`config.mk`:
```
export PLATFORM = sky130hd
export DESIGN_NAME = afe_front_end
export DESIGN_NICKNAME = d
export VERILOG_FILES = /design/src/core/afe_pkg.sv /design/src/core/afe_clkgen.sv /design/src/core/afe_sinc.sv /design/src/core/afe_front_end.sv
export SDC_FILE = /design/constraint.sdc
export NUM_CORES = 1
export LEC_CHECK = 0
export BUFFER_PORTS_ARGS = -buffer_cell sky130_fd_sc_hd__buf_2
export CORE_ASPECT_RATIO = 0.5
export CORE_UTILIZATION = 55
export DETAILED_ROUTE_END_ITERATION = 7
export GPL_ROUTABILITY_DRIVEN = 0
export PLACE_DENSITY_LB_ADDON = 0.12
export SYNTH_ARGS = -nofsm -noshare
export SYNTH_HDL_FRONTEND = slang
export SYNTH_SLANG_ARGS = --single-unit
```
`constraint.sdc`:
```
create_clock -name mclk_i -period 15.1 [get_ports mclk_i]
set_input_delay 2.265 -clock mclk_i [delete_from_list [all_inputs] [get_ports mclk_i]]
set_output_delay 2.265 -clock mclk_i [all_outputs]
set_load 0.05 [all_outputs]
```
`src/core/afe_pkg.sv`:
```
// Constants and types shared by the accelerometer front end
package afe_pkg;
   // Clock rates and derived per-microsecond slot arithmetic
   localparam int CLK_HZ = 25_000_000;
   localparam int MOD_HZ = 1_000_000;
   localparam int DSP_HZ = 8_000_000;
   localparam logic [5:0] PHASE_MOD = 6'(CLK_HZ / MOD_HZ);
   localparam logic [5:0] DSP_STEP = 6'(DSP_HZ / MOD_HZ);
   localparam logic [1:0] QUIET_SLOT = 2'h3;

   // Widths
   localparam int PRESCALE_W = 10;
   localparam int COUNT_W = 8;
   localparam int CORE_DIV_W = 8;
   localparam int CRC_W = 8;
   localparam int SINC_W = 14;
   localparam int AX_CFG_W = 5;
   localparam int DEFL_W = 8;
   localparam int ST_W = 3;

   // Decimation phase ends
   localparam logic [3:0] DEC8_LAST = 4'h7;
   localparam logic [3:0] DEC16_LAST = 4'hF;

   // Register byte offsets
   localparam logic [7:0] OFF_CTRL = 8'h00;
   localparam logic [7:0] OFF_GCFG = 8'h04;
   localparam logic [7:0] OFF_AXCFG [2] = '{8'h08, 8'h0C};
   localparam logic [7:0] OFF_STATUS = 8'h10;
   localparam logic [7:0] OFF_COUNT = 8'h14;
   localparam logic [7:0] OFF_DEFL [2] = '{8'h18, 8'h1C};
   localparam logic [7:0] OFF_DATA [2] = '{8'h20, 8'h24};

   // Field positions
   localparam int KEY_LO_BIT = 0;
   localparam int KEY_HI_BIT = 1;
   localparam int LOCK_BIT = 0;
   localparam int LPF_DEC16_BIT = 3;
   localparam int AX_ST_BIT = 4;
   localparam int ST_RST_BIT = 0;
   localparam int ST_CRC_BIT = 1;
   localparam int ST_FAULT_BIT = 2;

   // Reset values
   localparam logic RST_FLAG_RST = 1'b1;
   localparam logic LOCK_RST = 1'b0;
   localparam logic [AX_CFG_W-1:0] AX_CFG_RST = 5'h00;
   localparam logic [DEFL_W-1:0] DEFL_RST = 8'h00;
   localparam logic [COUNT_W-1:0] COUNT_RST = 8'h00;
   localparam logic [CRC_W-1:0] CRC_SEED = 8'hFF;
   localparam logic [CRC_W-1:0] CRC_POLY = 8'h07;

   // Soft reset key sequence
   localparam logic [1:0] KEY_STEP0 = 2'h3;
   localparam logic [1:0] KEY_STEP1 = 2'h1;
   localparam logic [1:0] KEY_STEP2 = 2'h2;

   typedef enum logic [1:0] {AFE_KEY_IDLE, AFE_KEY_ONE, AFE_KEY_TWO} afe_key_t;
endpackage : afe_pkg

```
`src/core/afe_clkgen.sv`:
```
// DSP slot strobes and modulator clock generation
`timescale 1ns/10ps
module afe_clkgen
   import afe_pkg::*;
(
   input wire logic mclk_i,
   input wire logic rst_i,
   output logic tick_o,
   output logic gated_o,
   output logic mod_clk_o,
   output logic mod_rise_o
);
   logic [5:0] acc_ff;
   logic [5:0] nxt_acc;
   logic wrap;
   logic [2:0] slot_ff;
   logic [2:0] nxt_slot;

   assign nxt_acc = acc_ff + DSP_STEP;
   assign wrap = nxt_acc >= PHASE_MOD;
   assign nxt_slot = slot_ff + 3'h1;

   // Eight slots per microsecond
   always_ff @(posedge mclk_i) begin
      if (rst_i) begin
         acc_ff <= 6'h00;
      end else begin
         acc_ff <= wrap ? nxt_acc - PHASE_MOD : nxt_acc;
      end
   end

   always_ff @(posedge mclk_i) begin
      if (rst_i) begin
         slot_ff <= 3'h0;
      end else if (wrap) begin
         slot_ff <= nxt_slot;
      end
   end

   // Slot before each modulator edge is dropped, six of eight remain
   always_ff @(posedge mclk_i) begin
      if (rst_i) begin
         tick_o <= 1'b0;
         gated_o <= 1'b0;
         mod_clk_o <= 1'b0;
         mod_rise_o <= 1'b0;
      end else begin
         tick_o <= wrap;
         gated_o <= wrap & (nxt_slot[1:0] != QUIET_SLOT);
         if (wrap) begin
            mod_clk_o <= nxt_slot[2];
         end
         mod_rise_o <= wrap & slot_ff[2] & (slot_ff[1:0] == QUIET_SLOT);
      end
   end
endmodule : afe_clkgen

```
`src/core/afe_sinc.sv`:
```
// Third order sinc decimator, decimation 8 or 16
`timescale 1ns/10ps
module afe_sinc
   import afe_pkg::*;
(
   input wire logic mclk_i,
   input wire logic rst_i,
   input wire logic bit_en_i,
   input wire logic bit_i,
   input wire logic dec16_i,
   output logic [SINC_W-1:0] data_o,
   output logic valid_o
);
   logic [SINC_W-1:0] int_ff [3];
   logic [SINC_W-1:0] nxt_int [3];
   logic [SINC_W-1:0] stage [4];
   logic [SINC_W-1:0] z1_ff [3];
   logic [SINC_W-1:0] z2_ff [3];
   logic [3:0] phase_ff;
   logic last_phase;
   logic dump;

   always_comb begin
      nxt_int[0] = int_ff[0] + {{(SINC_W-1){1'b0}}, bit_i};
      nxt_int[1] = int_ff[1] + nxt_int[0];
      nxt_int[2] = int_ff[2] + nxt_int[1];
   end

   assign last_phase = phase_ff == (dec16_i ? DEC16_LAST : DEC8_LAST);
   assign dump = bit_en_i & last_phase;
   assign stage[0] = nxt_int[2];

   always_ff @(posedge mclk_i) begin
      if (rst_i) begin
         int_ff <= '{3{{SINC_W{1'b0}}}};
      end else if (bit_en_i) begin
         int_ff <= nxt_int;
      end
   end

   always_ff @(posedge mclk_i) begin
      if (rst_i) begin
         phase_ff <= 4'h0;
      end else if (bit_en_i) begin
         phase_ff <= last_phase ? 4'h0 : phase_ff + 4'h1;
      end
   end

   // Comb delay spans sixteen input bits at either decimation
   for (genvar k = 0; k < 3; k++) begin : g_comb
      assign stage[k+1] = stage[k] - (dec16_i ? z1_ff[k] : z2_ff[k]);
      always_ff @(posedge mclk_i) begin
         if (rst_i) begin
            z1_ff[k] <= {SINC_W{1'b0}};
            z2_ff[k] <= {SINC_W{1'b0}};
         end else if (dump) begin
            z1_ff[k] <= stage[k];
            z2_ff[k] <= z1_ff[k];
         end
      end
   end

   always_ff @(posedge mclk_i) begin
      if (rst_i) begin
         data_o <= {SINC_W{1'b0}};
         valid_o <= 1'b0;
      end else begin
         valid_o <= dump;
         if (dump) begin
            data_o <= stage[3];
         end
      end
   end
endmodule : afe_sinc

```
`src/core/afe_front_end.sv`:
```
// Accelerometer digital front end with APB register slave
// Summary of operation
// - Sample each axis modulator bit once per microsecond.
// - Decimate with third order sixteen-tap sinc, by 8 or 16.
// - Run DSP slots at 8 MHz, six effective per microsecond.
// - Drop the one DSP slot just before every modulator edge.
// - Free running 8-bit counter behind a 10-bit prescaler.
// - Counter steps every 128 us and wraps every 32.768 ms.
// - Per-axis core clocks from base down to base over 256.
// - Clock CRC of both axis cores updated every base cycle.
// - Self test suspends offset cancellation, deflection code is only stored and read back.
// - Axis config writes ignored once the init lock is set.
// - Production self-test deflection kept per axis as 8-bit code.
// - Analog regulator failure sets reset flag and fault response.
// - Ground loss or digital regulator failure forces device reset.
// - Three keyed control writes trigger a full device reset.
// - Per-axis 1-bit low-pass select (config bit 3) sets the decimation factor.
// - Reading status clears the reset-occurred flag.
`timescale 1ns/10ps
module afe_front_end
   import afe_pkg::*;
(
   input wire logic mclk_i,
   input wire logic sys_rst_i,
   input wire logic psel_i,
   input wire logic penable_i,
   input wire logic pwrite_i,
   input wire logic [7:0] paddr_i,
   input wire logic [31:0] pwdata_i,
   output logic [31:0] prdata_o,
   output logic pready_o,
   output logic pslverr_o,
   input wire logic sd_x_i,
   input wire logic sd_y_i,
   input wire logic vreg_uv_i,
   input wire logic vreg_ov_i,
   input wire logic vrega_uv_i,
   input wire logic vrega_ov_i,
   input wire logic vss_loss_i,
   input wire logic vssa_loss_i,
   output logic mod_clk_o,
   output logic dsp_clk_en_o,
   output logic [SINC_W-1:0] x_data_o,
   output logic x_valid_o,
   output logic [SINC_W-1:0] y_data_o,
   output logic y_valid_o,
   output logic selftest_x_o,
   output logic selftest_y_o,
   output logic offset_hold_o,
   output logic fault_resp_o
);
   logic hard_fail;
   logic ana_fail;
   logic int_rst;
   logic soft_rst_ff;
   afe_key_t key_ff;
   logic lock_ff;
   logic [AX_CFG_W-1:0] cfg_ff [2];
   logic [DEFL_W-1:0] defl_ff [2];
   logic [CORE_DIV_W-1:0] div_ff [2];
   logic [CRC_W-1:0] crc_ff [2];
   logic [SINC_W-1:0] sinc_data [2];
   logic sinc_valid [2];
   logic [1:0] sd_bits;
   logic [1:0] st_ff;
   logic rst_flag_ff;
   logic crc_err_ff;
   logic fault_ff;
   logic [PRESCALE_W-1:0] prescale_ff;
   logic [COUNT_W-1:0] count_ff;
   logic [31:0] prdata_ff;
   logic pready_ff;
   logic pslverr_ff;
   logic [31:0] rd_mux;
   logic setup;
   logic wr_en;
   logic st_rd;
   logic wr_ctrl;
   logic [1:0] key;
   logic tick;
   logic gated;
   logic mod_rise;

   // Rolling CRC step, one byte folded in per call
   function automatic logic [CRC_W-1:0] crc_step(input logic [CRC_W-1:0] crc,
                                                 input logic [CORE_DIV_W-1:0] dat);
      logic [CRC_W-1:0] c;
      c = crc ^ dat;
      for (int i = 0; i < CRC_W; i++) begin
         c = c[CRC_W-1] ? ((c << 1) ^ CRC_POLY) : (c << 1);
      end
      return c;
   endfunction : crc_step

   function automatic logic is_mapped(input logic [7:0] a);
      return (a == OFF_CTRL) || (a == OFF_GCFG) || (a == OFF_AXCFG[0]) ||
             (a == OFF_AXCFG[1]) || (a == OFF_STATUS) || (a == OFF_COUNT) ||
             (a == OFF_DEFL[0]) || (a == OFF_DEFL[1]) || (a == OFF_DATA[0]) ||
             (a == OFF_DATA[1]);
   endfunction : is_mapped

   // Reset sources
   assign hard_fail = vreg_uv_i | vreg_ov_i | vss_loss_i | vssa_loss_i;
   assign ana_fail = vrega_uv_i | vrega_ov_i;
   assign int_rst = sys_rst_i | soft_rst_ff | hard_fail;

   // APB handshake: answer in the first access cycle
   assign setup = psel_i & ~penable_i;
   assign wr_en = psel_i & penable_i & pready_ff & pwrite_i;
   assign st_rd = psel_i & penable_i & pready_ff & ~pwrite_i & (paddr_i == OFF_STATUS);
   assign wr_ctrl = wr_en & (paddr_i == OFF_CTRL);
   assign key = pwdata_i[KEY_HI_BIT:KEY_LO_BIT];

   always_ff @(posedge mclk_i) begin
      if (int_rst) begin
         pready_ff <= 1'b0;
         pslverr_ff <= 1'b0;
         prdata_ff <= 32'h0000_0000;
      end else begin
         pready_ff <= setup;
         pslverr_ff <= setup & ~is_mapped(paddr_i);
         if (setup & ~pwrite_i) begin
            prdata_ff <= rd_mux;
         end
      end
   end

   always_comb begin
      rd_mux = 32'h0000_0000;
      unique case (paddr_i)
         OFF_CTRL: rd_mux = {30'h0000_0000, key_ff != AFE_KEY_IDLE, soft_rst_ff};
         OFF_GCFG: rd_mux = 32'(lock_ff);
         OFF_AXCFG[0]: rd_mux = 32'(cfg_ff[0]);
         OFF_AXCFG[1]: rd_mux = 32'(cfg_ff[1]);
         OFF_STATUS: rd_mux = 32'({fault_ff, crc_err_ff, rst_flag_ff});
         OFF_COUNT: rd_mux = 32'(count_ff);
         OFF_DEFL[0]: rd_mux = 32'(defl_ff[0]);
         OFF_DEFL[1]: rd_mux = 32'(defl_ff[1]);
         OFF_DATA[0]: rd_mux = 32'(sinc_data[0]);
         OFF_DATA[1]: rd_mux = 32'(sinc_data[1]);
         default: rd_mux = 32'h0000_0000;
      endcase
   end

   // Soft reset key sequence
   always_ff @(posedge mclk_i) begin
      if (int_rst) begin
         key_ff <= AFE_KEY_IDLE;
         soft_rst_ff <= 1'b0;
      end else begin
         soft_rst_ff <= 1'b0;
         if (wr_ctrl) begin
            unique case (key_ff)
               AFE_KEY_IDLE: key_ff <= (key == KEY_STEP0) ? AFE_KEY_ONE : AFE_KEY_IDLE;
               AFE_KEY_ONE: begin
                  if (key == KEY_STEP1) begin
                     key_ff <= AFE_KEY_TWO;
                  end else begin
                     key_ff <= (key == KEY_STEP0) ? AFE_KEY_ONE : AFE_KEY_IDLE;
                  end
               end
               AFE_KEY_TWO: begin
                  key_ff <= (key == KEY_STEP0) ? AFE_KEY_ONE : AFE_KEY_IDLE;
                  soft_rst_ff <= key == KEY_STEP2;
               end
               default: key_ff <= AFE_KEY_IDLE;
            endcase
         end
      end
   end

   // Init lock sets once and holds until reset
   always_ff @(posedge mclk_i) begin
      if (int_rst) begin
         lock_ff <= LOCK_RST;
      end else if (wr_en && paddr_i == OFF_GCFG && pwdata_i[LOCK_BIT]) begin
         lock_ff <= 1'b1;
      end
   end

   // Sticky status; set wins over the read clear, only read bits clear
   always_ff @(posedge mclk_i) begin
      if (int_rst) begin
         rst_flag_ff <= RST_FLAG_RST;
      end else begin
         rst_flag_ff <= ana_fail | (rst_flag_ff & ~(st_rd & prdata_ff[ST_RST_BIT]));
      end
   end

   always_ff @(posedge mclk_i) begin
      if (int_rst) begin
         crc_err_ff <= 1'b0;
      end else begin
         crc_err_ff <= (crc_ff[0] != crc_ff[1]) |
                       (crc_err_ff & ~(st_rd & prdata_ff[ST_CRC_BIT]));
      end
   end

   always_ff @(posedge mclk_i) begin
      if (int_rst) begin
         fault_ff <= 1'b0;
      end else begin
         fault_ff <= ana_fail | (fault_ff & ~(st_rd & prdata_ff[ST_FAULT_BIT]));
      end
   end

   // Oscillator monitor: prescaler, then counter
   always_ff @(posedge mclk_i) begin
      if (int_rst) begin
         prescale_ff <= {PRESCALE_W{1'b0}};
      end else if (tick) begin
         prescale_ff <= prescale_ff + 10'h001;
      end
   end

   always_ff @(posedge mclk_i) begin
      if (int_rst) begin
         count_ff <= COUNT_RST;
      end else if (tick && (&prescale_ff)) begin
         count_ff <= count_ff + 8'h01;
      end
   end

   afe_clkgen u_clkgen (
      .mclk_i(mclk_i),
      .rst_i(int_rst),
      .tick_o(tick),
      .gated_o(gated),
      .mod_clk_o(mod_clk_o),
      .mod_rise_o(mod_rise)
   );

   assign sd_bits = {sd_y_i, sd_x_i};

   for (genvar a = 0; a < 2; a++) begin : g_axis
      // Config writes only while unlocked
      always_ff @(posedge mclk_i) begin
         if (int_rst) begin
            cfg_ff[a] <= AX_CFG_RST;
            defl_ff[a] <= DEFL_RST;
         end else if (wr_en && !lock_ff) begin
            if (paddr_i == OFF_AXCFG[a]) begin
               cfg_ff[a] <= pwdata_i[AX_CFG_W-1:0];
            end
            if (paddr_i == OFF_DEFL[a]) begin
               defl_ff[a] <= pwdata_i[DEFL_W-1:0];
            end
         end
      end

      // Core clock divider chain and its CRC
      always_ff @(posedge mclk_i) begin
         if (int_rst) begin
            div_ff[a] <= {CORE_DIV_W{1'b0}};
            crc_ff[a] <= CRC_SEED;
         end else if (tick) begin
            div_ff[a] <= div_ff[a] + 8'h01;
            crc_ff[a] <= crc_step(crc_ff[a], div_ff[a]);
         end
      end

      always_ff @(posedge mclk_i) begin
         if (int_rst) begin
            st_ff[a] <= 1'b0;
         end else begin
            st_ff[a] <= cfg_ff[a][AX_ST_BIT];
         end
      end

      afe_sinc u_sinc (
         .mclk_i(mclk_i),
         .rst_i(int_rst),
         .bit_en_i(mod_rise),
         .bit_i(sd_bits[a]),
         .dec16_i(cfg_ff[a][LPF_DEC16_BIT]),
         .data_o(sinc_data[a]),
         .valid_o(sinc_valid[a])
      );
   end

   // Outputs
   always_ff @(posedge mclk_i) begin
      if (int_rst) begin
         offset_hold_o <= 1'b0;
         dsp_clk_en_o <= 1'b0;
      end else begin
         offset_hold_o <= |st_ff;
         dsp_clk_en_o <= gated;
      end
   end

   assign prdata_o = prdata_ff;
   assign pready_o = pready_ff;
   assign pslverr_o = pslverr_ff;
   assign fault_resp_o = fault_ff;
   assign selftest_x_o = st_ff[0];
   assign selftest_y_o = st_ff[1];
   assign x_data_o = sinc_data[0];
   assign x_valid_o = sinc_valid[0];
   assign y_data_o = sinc_data[1];
   assign y_valid_o = sinc_valid[1];
endmodule : afe_front_end

```
==> flow_metrics.env <==
export IMPL_max_freq_mhz=108.7
export IMPL_placed_area_um2=24010
export IMPL_pin_count=123
export IMPL_grt_setup_unrepaired="no"
export IMPL_synth_edff_count=226
export IMPL_dieHeight_um=147.2
export IMPL_clock_sink_count=405
export IMPL_area_growth_pct=8.789
export IMPL_dp_hpwl_um=32280
export IMPL_synth_top_area_frac=0.2927
export IMPL_wl_per_cell_um=16.35
export IMPL_clk_pin_slew_ns=0.06
export IMPL_yosysSeqAreaShare=0.4472
export IMPL_arrival_ns=9.67
export IMPL_final_hold_violation_count=0
export IMPL_synthCells=2295
export IMPL_grt_pass1_wl_um=78220
export IMPL_drt_pass1_iterations=7
export IMPL_nNetsFinal=2556
export IMPL_fp_dieW_um=292.4
export IMPL_netlist_top_cells_count="nor2_1, edfxtp_1, dfxtp_1, ha_1, nand2_1"
export IMPL_synth_top_area_cell="edfxtp_1"
export IMPL_portBuffers=80
export IMPL_p_per_area_nw_per_um2=96.74
export IMPL_dieArea_um2=43040
export IMPL_via_count=16240
export IMPL_synth_seq_cells=405
export IMPL_avgSynthCellArea_um2=10.10
export IMPL_final_setup_skew_ns=0.01644
export IMPL_drv_slew=0
export IMPL_postRouteAntennaNets=0
export IMPL_yosysWarnings=0
export IMPL_core_um2=40990
export IMPL_post_cts_resized=0
export IMPL_antenna_found_initial=0
export IMPL_post_route_period_util=0.6090
export IMPL_rows=52
export IMPL_synth_ff_type="edfxtp_1"
export IMPL_root_buffer="clkbuf_16"
export IMPL_seq_area_um2=10370
export IMPL_grt_pass1_vias=15320
export IMPL_min_period_ns=9.196
export IMPL_drv_cap=0
export IMPL_holdBufCountCts=0
export IMPL_route_detailed_drc=0
export IMPL_placed_cells=2843
export IMPL_crit_family="compound AO/OA/AOI/OAI gates"
export IMPL_start_util=0.5658
export IMPL_h_tree_depth=2
export IMPL_fill_cells=3455
export IMPL_cts_made_buffers=39
export IMPL_cts_buffer_depth=3
export IMPL_layout_drive_gt1_share=0.08632
export IMPL_start_kind="input pin"
export IMPL_tightestPinTransition_ns=1.149
export IMPL_path_class="input pin to flop"
export IMPL_drt_iter0_drc=878
export IMPL_grt_usage=0.2220
export IMPL_post_cts_setup_buffers=0
export IMPL_cts_tree="yes"
export IMPL_cp_end_kind="flop"
export IMPL_critPathMostFrequentCell="ha_1"
export IMPL_grt_max_degree=87
export IMPL_yosys_cell_types_count=86
export IMPL_worstPathMaxFanout=5
export IMPL_cp_slowest_cell="or4_1"
export IMPL_slowest_delay_ns=0.53
export IMPL_max_slew_margin=0.2337
export IMPL_critPathRequiredTime_ns=15.57
export IMPL_avgViaCountPerCell=5.570
export IMPL_routed_wl_um=47690
export IMPL_setup_viol=0
export IMPL_final_area_um2=25230
export IMPL_peakVddDrop_v=0.00006719
export IMPL_p_leak_nw=10.35
export IMPL_clkLatencyLatePin_ns=0.54
export IMPL_synth_area_top_cells="edfxtp_1, dfxtp_1, ha_1"
export IMPL_syn_cell_area_um2=23190
export IMPL_synthArstFlopShare=0
export IMPL_path_buf_inv=4
export IMPL_hp_class="flop to flop"
export IMPL_fin_cells=2916
export IMPL_synth_most_common_cell="nor2_1"
export IMPL_finalSetupTns_ns=0
export IMPL_multi_input_area_um2=12160
export IMPL_grt_overflow=0
export IMPL_run_status="complete, no violations"
path summary, 6_finish.rpt:
kind / startpoint / endpoint / slack (ns) / cells past startpoint
worst min register to register: u_clkgen.gated_o / dsp_clk_en_o / 0.43 / 1
worst max register to register: g_axis[1].u_sinc.int_ff[28] / g_axis[1].u_sinc.data_o[13] / 7.41 / 34
worst min-delay path: u_clkgen.gated_o / dsp_clk_en_o / 0.43 / 1
worst max-delay path: sd_y_i / g_axis[1].u_sinc.data_o[13] / 5.90 / 35
layout make-up:
type | count | area share
multi-input combinational | 1729 | 0.4819
sequential | 405 | 0.4112
clock buffer | 56 | 0.04493
tap | 540 | 0.02678
timing repair buffer | 100 | 0.02172
inverter | 70 | 0.01042
clock inverter | 15 | 0.002926
antenna | 1 | 0.00009919
cell families after synthesis:
| family | share of synthesized area |
|---|---|
| flops | 0.4472 |
| fa+ha+maj | 0.08849 |
| buf+inv | 0.03275 |
| simple gates | 0.1761 |
| mux | 0.06113 |
| xor+xnor | 0.09674 |
| compound gates | 0.09744 |
| other cells | 0.0001617 |
registers in the layout, indices dropped and copies added, names as in the netlist, 2 cells and up:
name                    flops
crc_ff                     16
g_axis.u_sinc.z2_ff        84
g_axis.u_sinc.phase_ff      8
div_ff                     16
prescale_ff                10
cfg_ff                     10
defl_ff                    16
prdata_o                   14
count_ff                    8
g_axis.u_sinc.valid_o       2
u_clkgen.acc_ff             6
key_ff                      2
g_axis.u_sinc.int_ff       84
g_axis.u_sinc.z1_ff        84
u_clkgen.slot_ff            2
g_axis.u_sinc.data_o       28
per-stage QoR:
stage	hold WS, ns	setup WS (ns)	power [mW]	utilization
global placement	0.4177	5.446	1.505	0.5858
finish	0.4278	5.904	2.441	0.6155
CTS	0.4303	5.907	2.460	0.6153
detailed placement	0.4158	5.403	1.510	0.5858
floorplan	0.4057	6.274	1.452	-
global route	0.4688	5.337	2.543	0.6154
worst reg2reg max path: cells and delay by family (launching register included):
family	cells	cell delay [ns]
flops	1	0.33
compound gates	13	2.79
fa+ha+maj	7	2.28
simple gates	9	1.67
buf+inv	3	0.19
xor+xnor	2	0.37
where the power goes:
part	total, mW	switching [mW]	internal, mW
Clock	0.951	0.427	0.524
Sequential	1.17	0.00419	1.16
Combinational	0.322	0.187	0.136
Total	2.44	0.618	1.82
cell usage in the layout, fill, tap and decap left out, drive strengths merged, types with 31 or more instances in the layout:
master,netlist,routed
o21ai,69,69
nor2,279,279
mux2i,130,130
nand2,139,139
nand3,49,49
xnor2,136,136
and3,125,125
buf,30,100
and2,86,86
ha,148,148
nor3,37,37
a21o,31,31
edfxtp,226,226
a21oi,90,90
inv,69,69
dfxtp,179,179
xor2,114,114
clkbuf,78,56
routing by layer:
| layer | vias up | share of wire | GRT usage |
|---|---|---|---|
| li1 | 8251 | - | - |
| met1 | 7670 | 0.51 | 0.3309 |
| met2 | 270 | 0.43 | 0.3450 |
| met3 | 52 | 0.044 | 0.03238 |
| met4 | 0 | 0.012 | 0.04110 |
| met5 | - | 0 | 0 |
(Power assumes the default switching activity.)
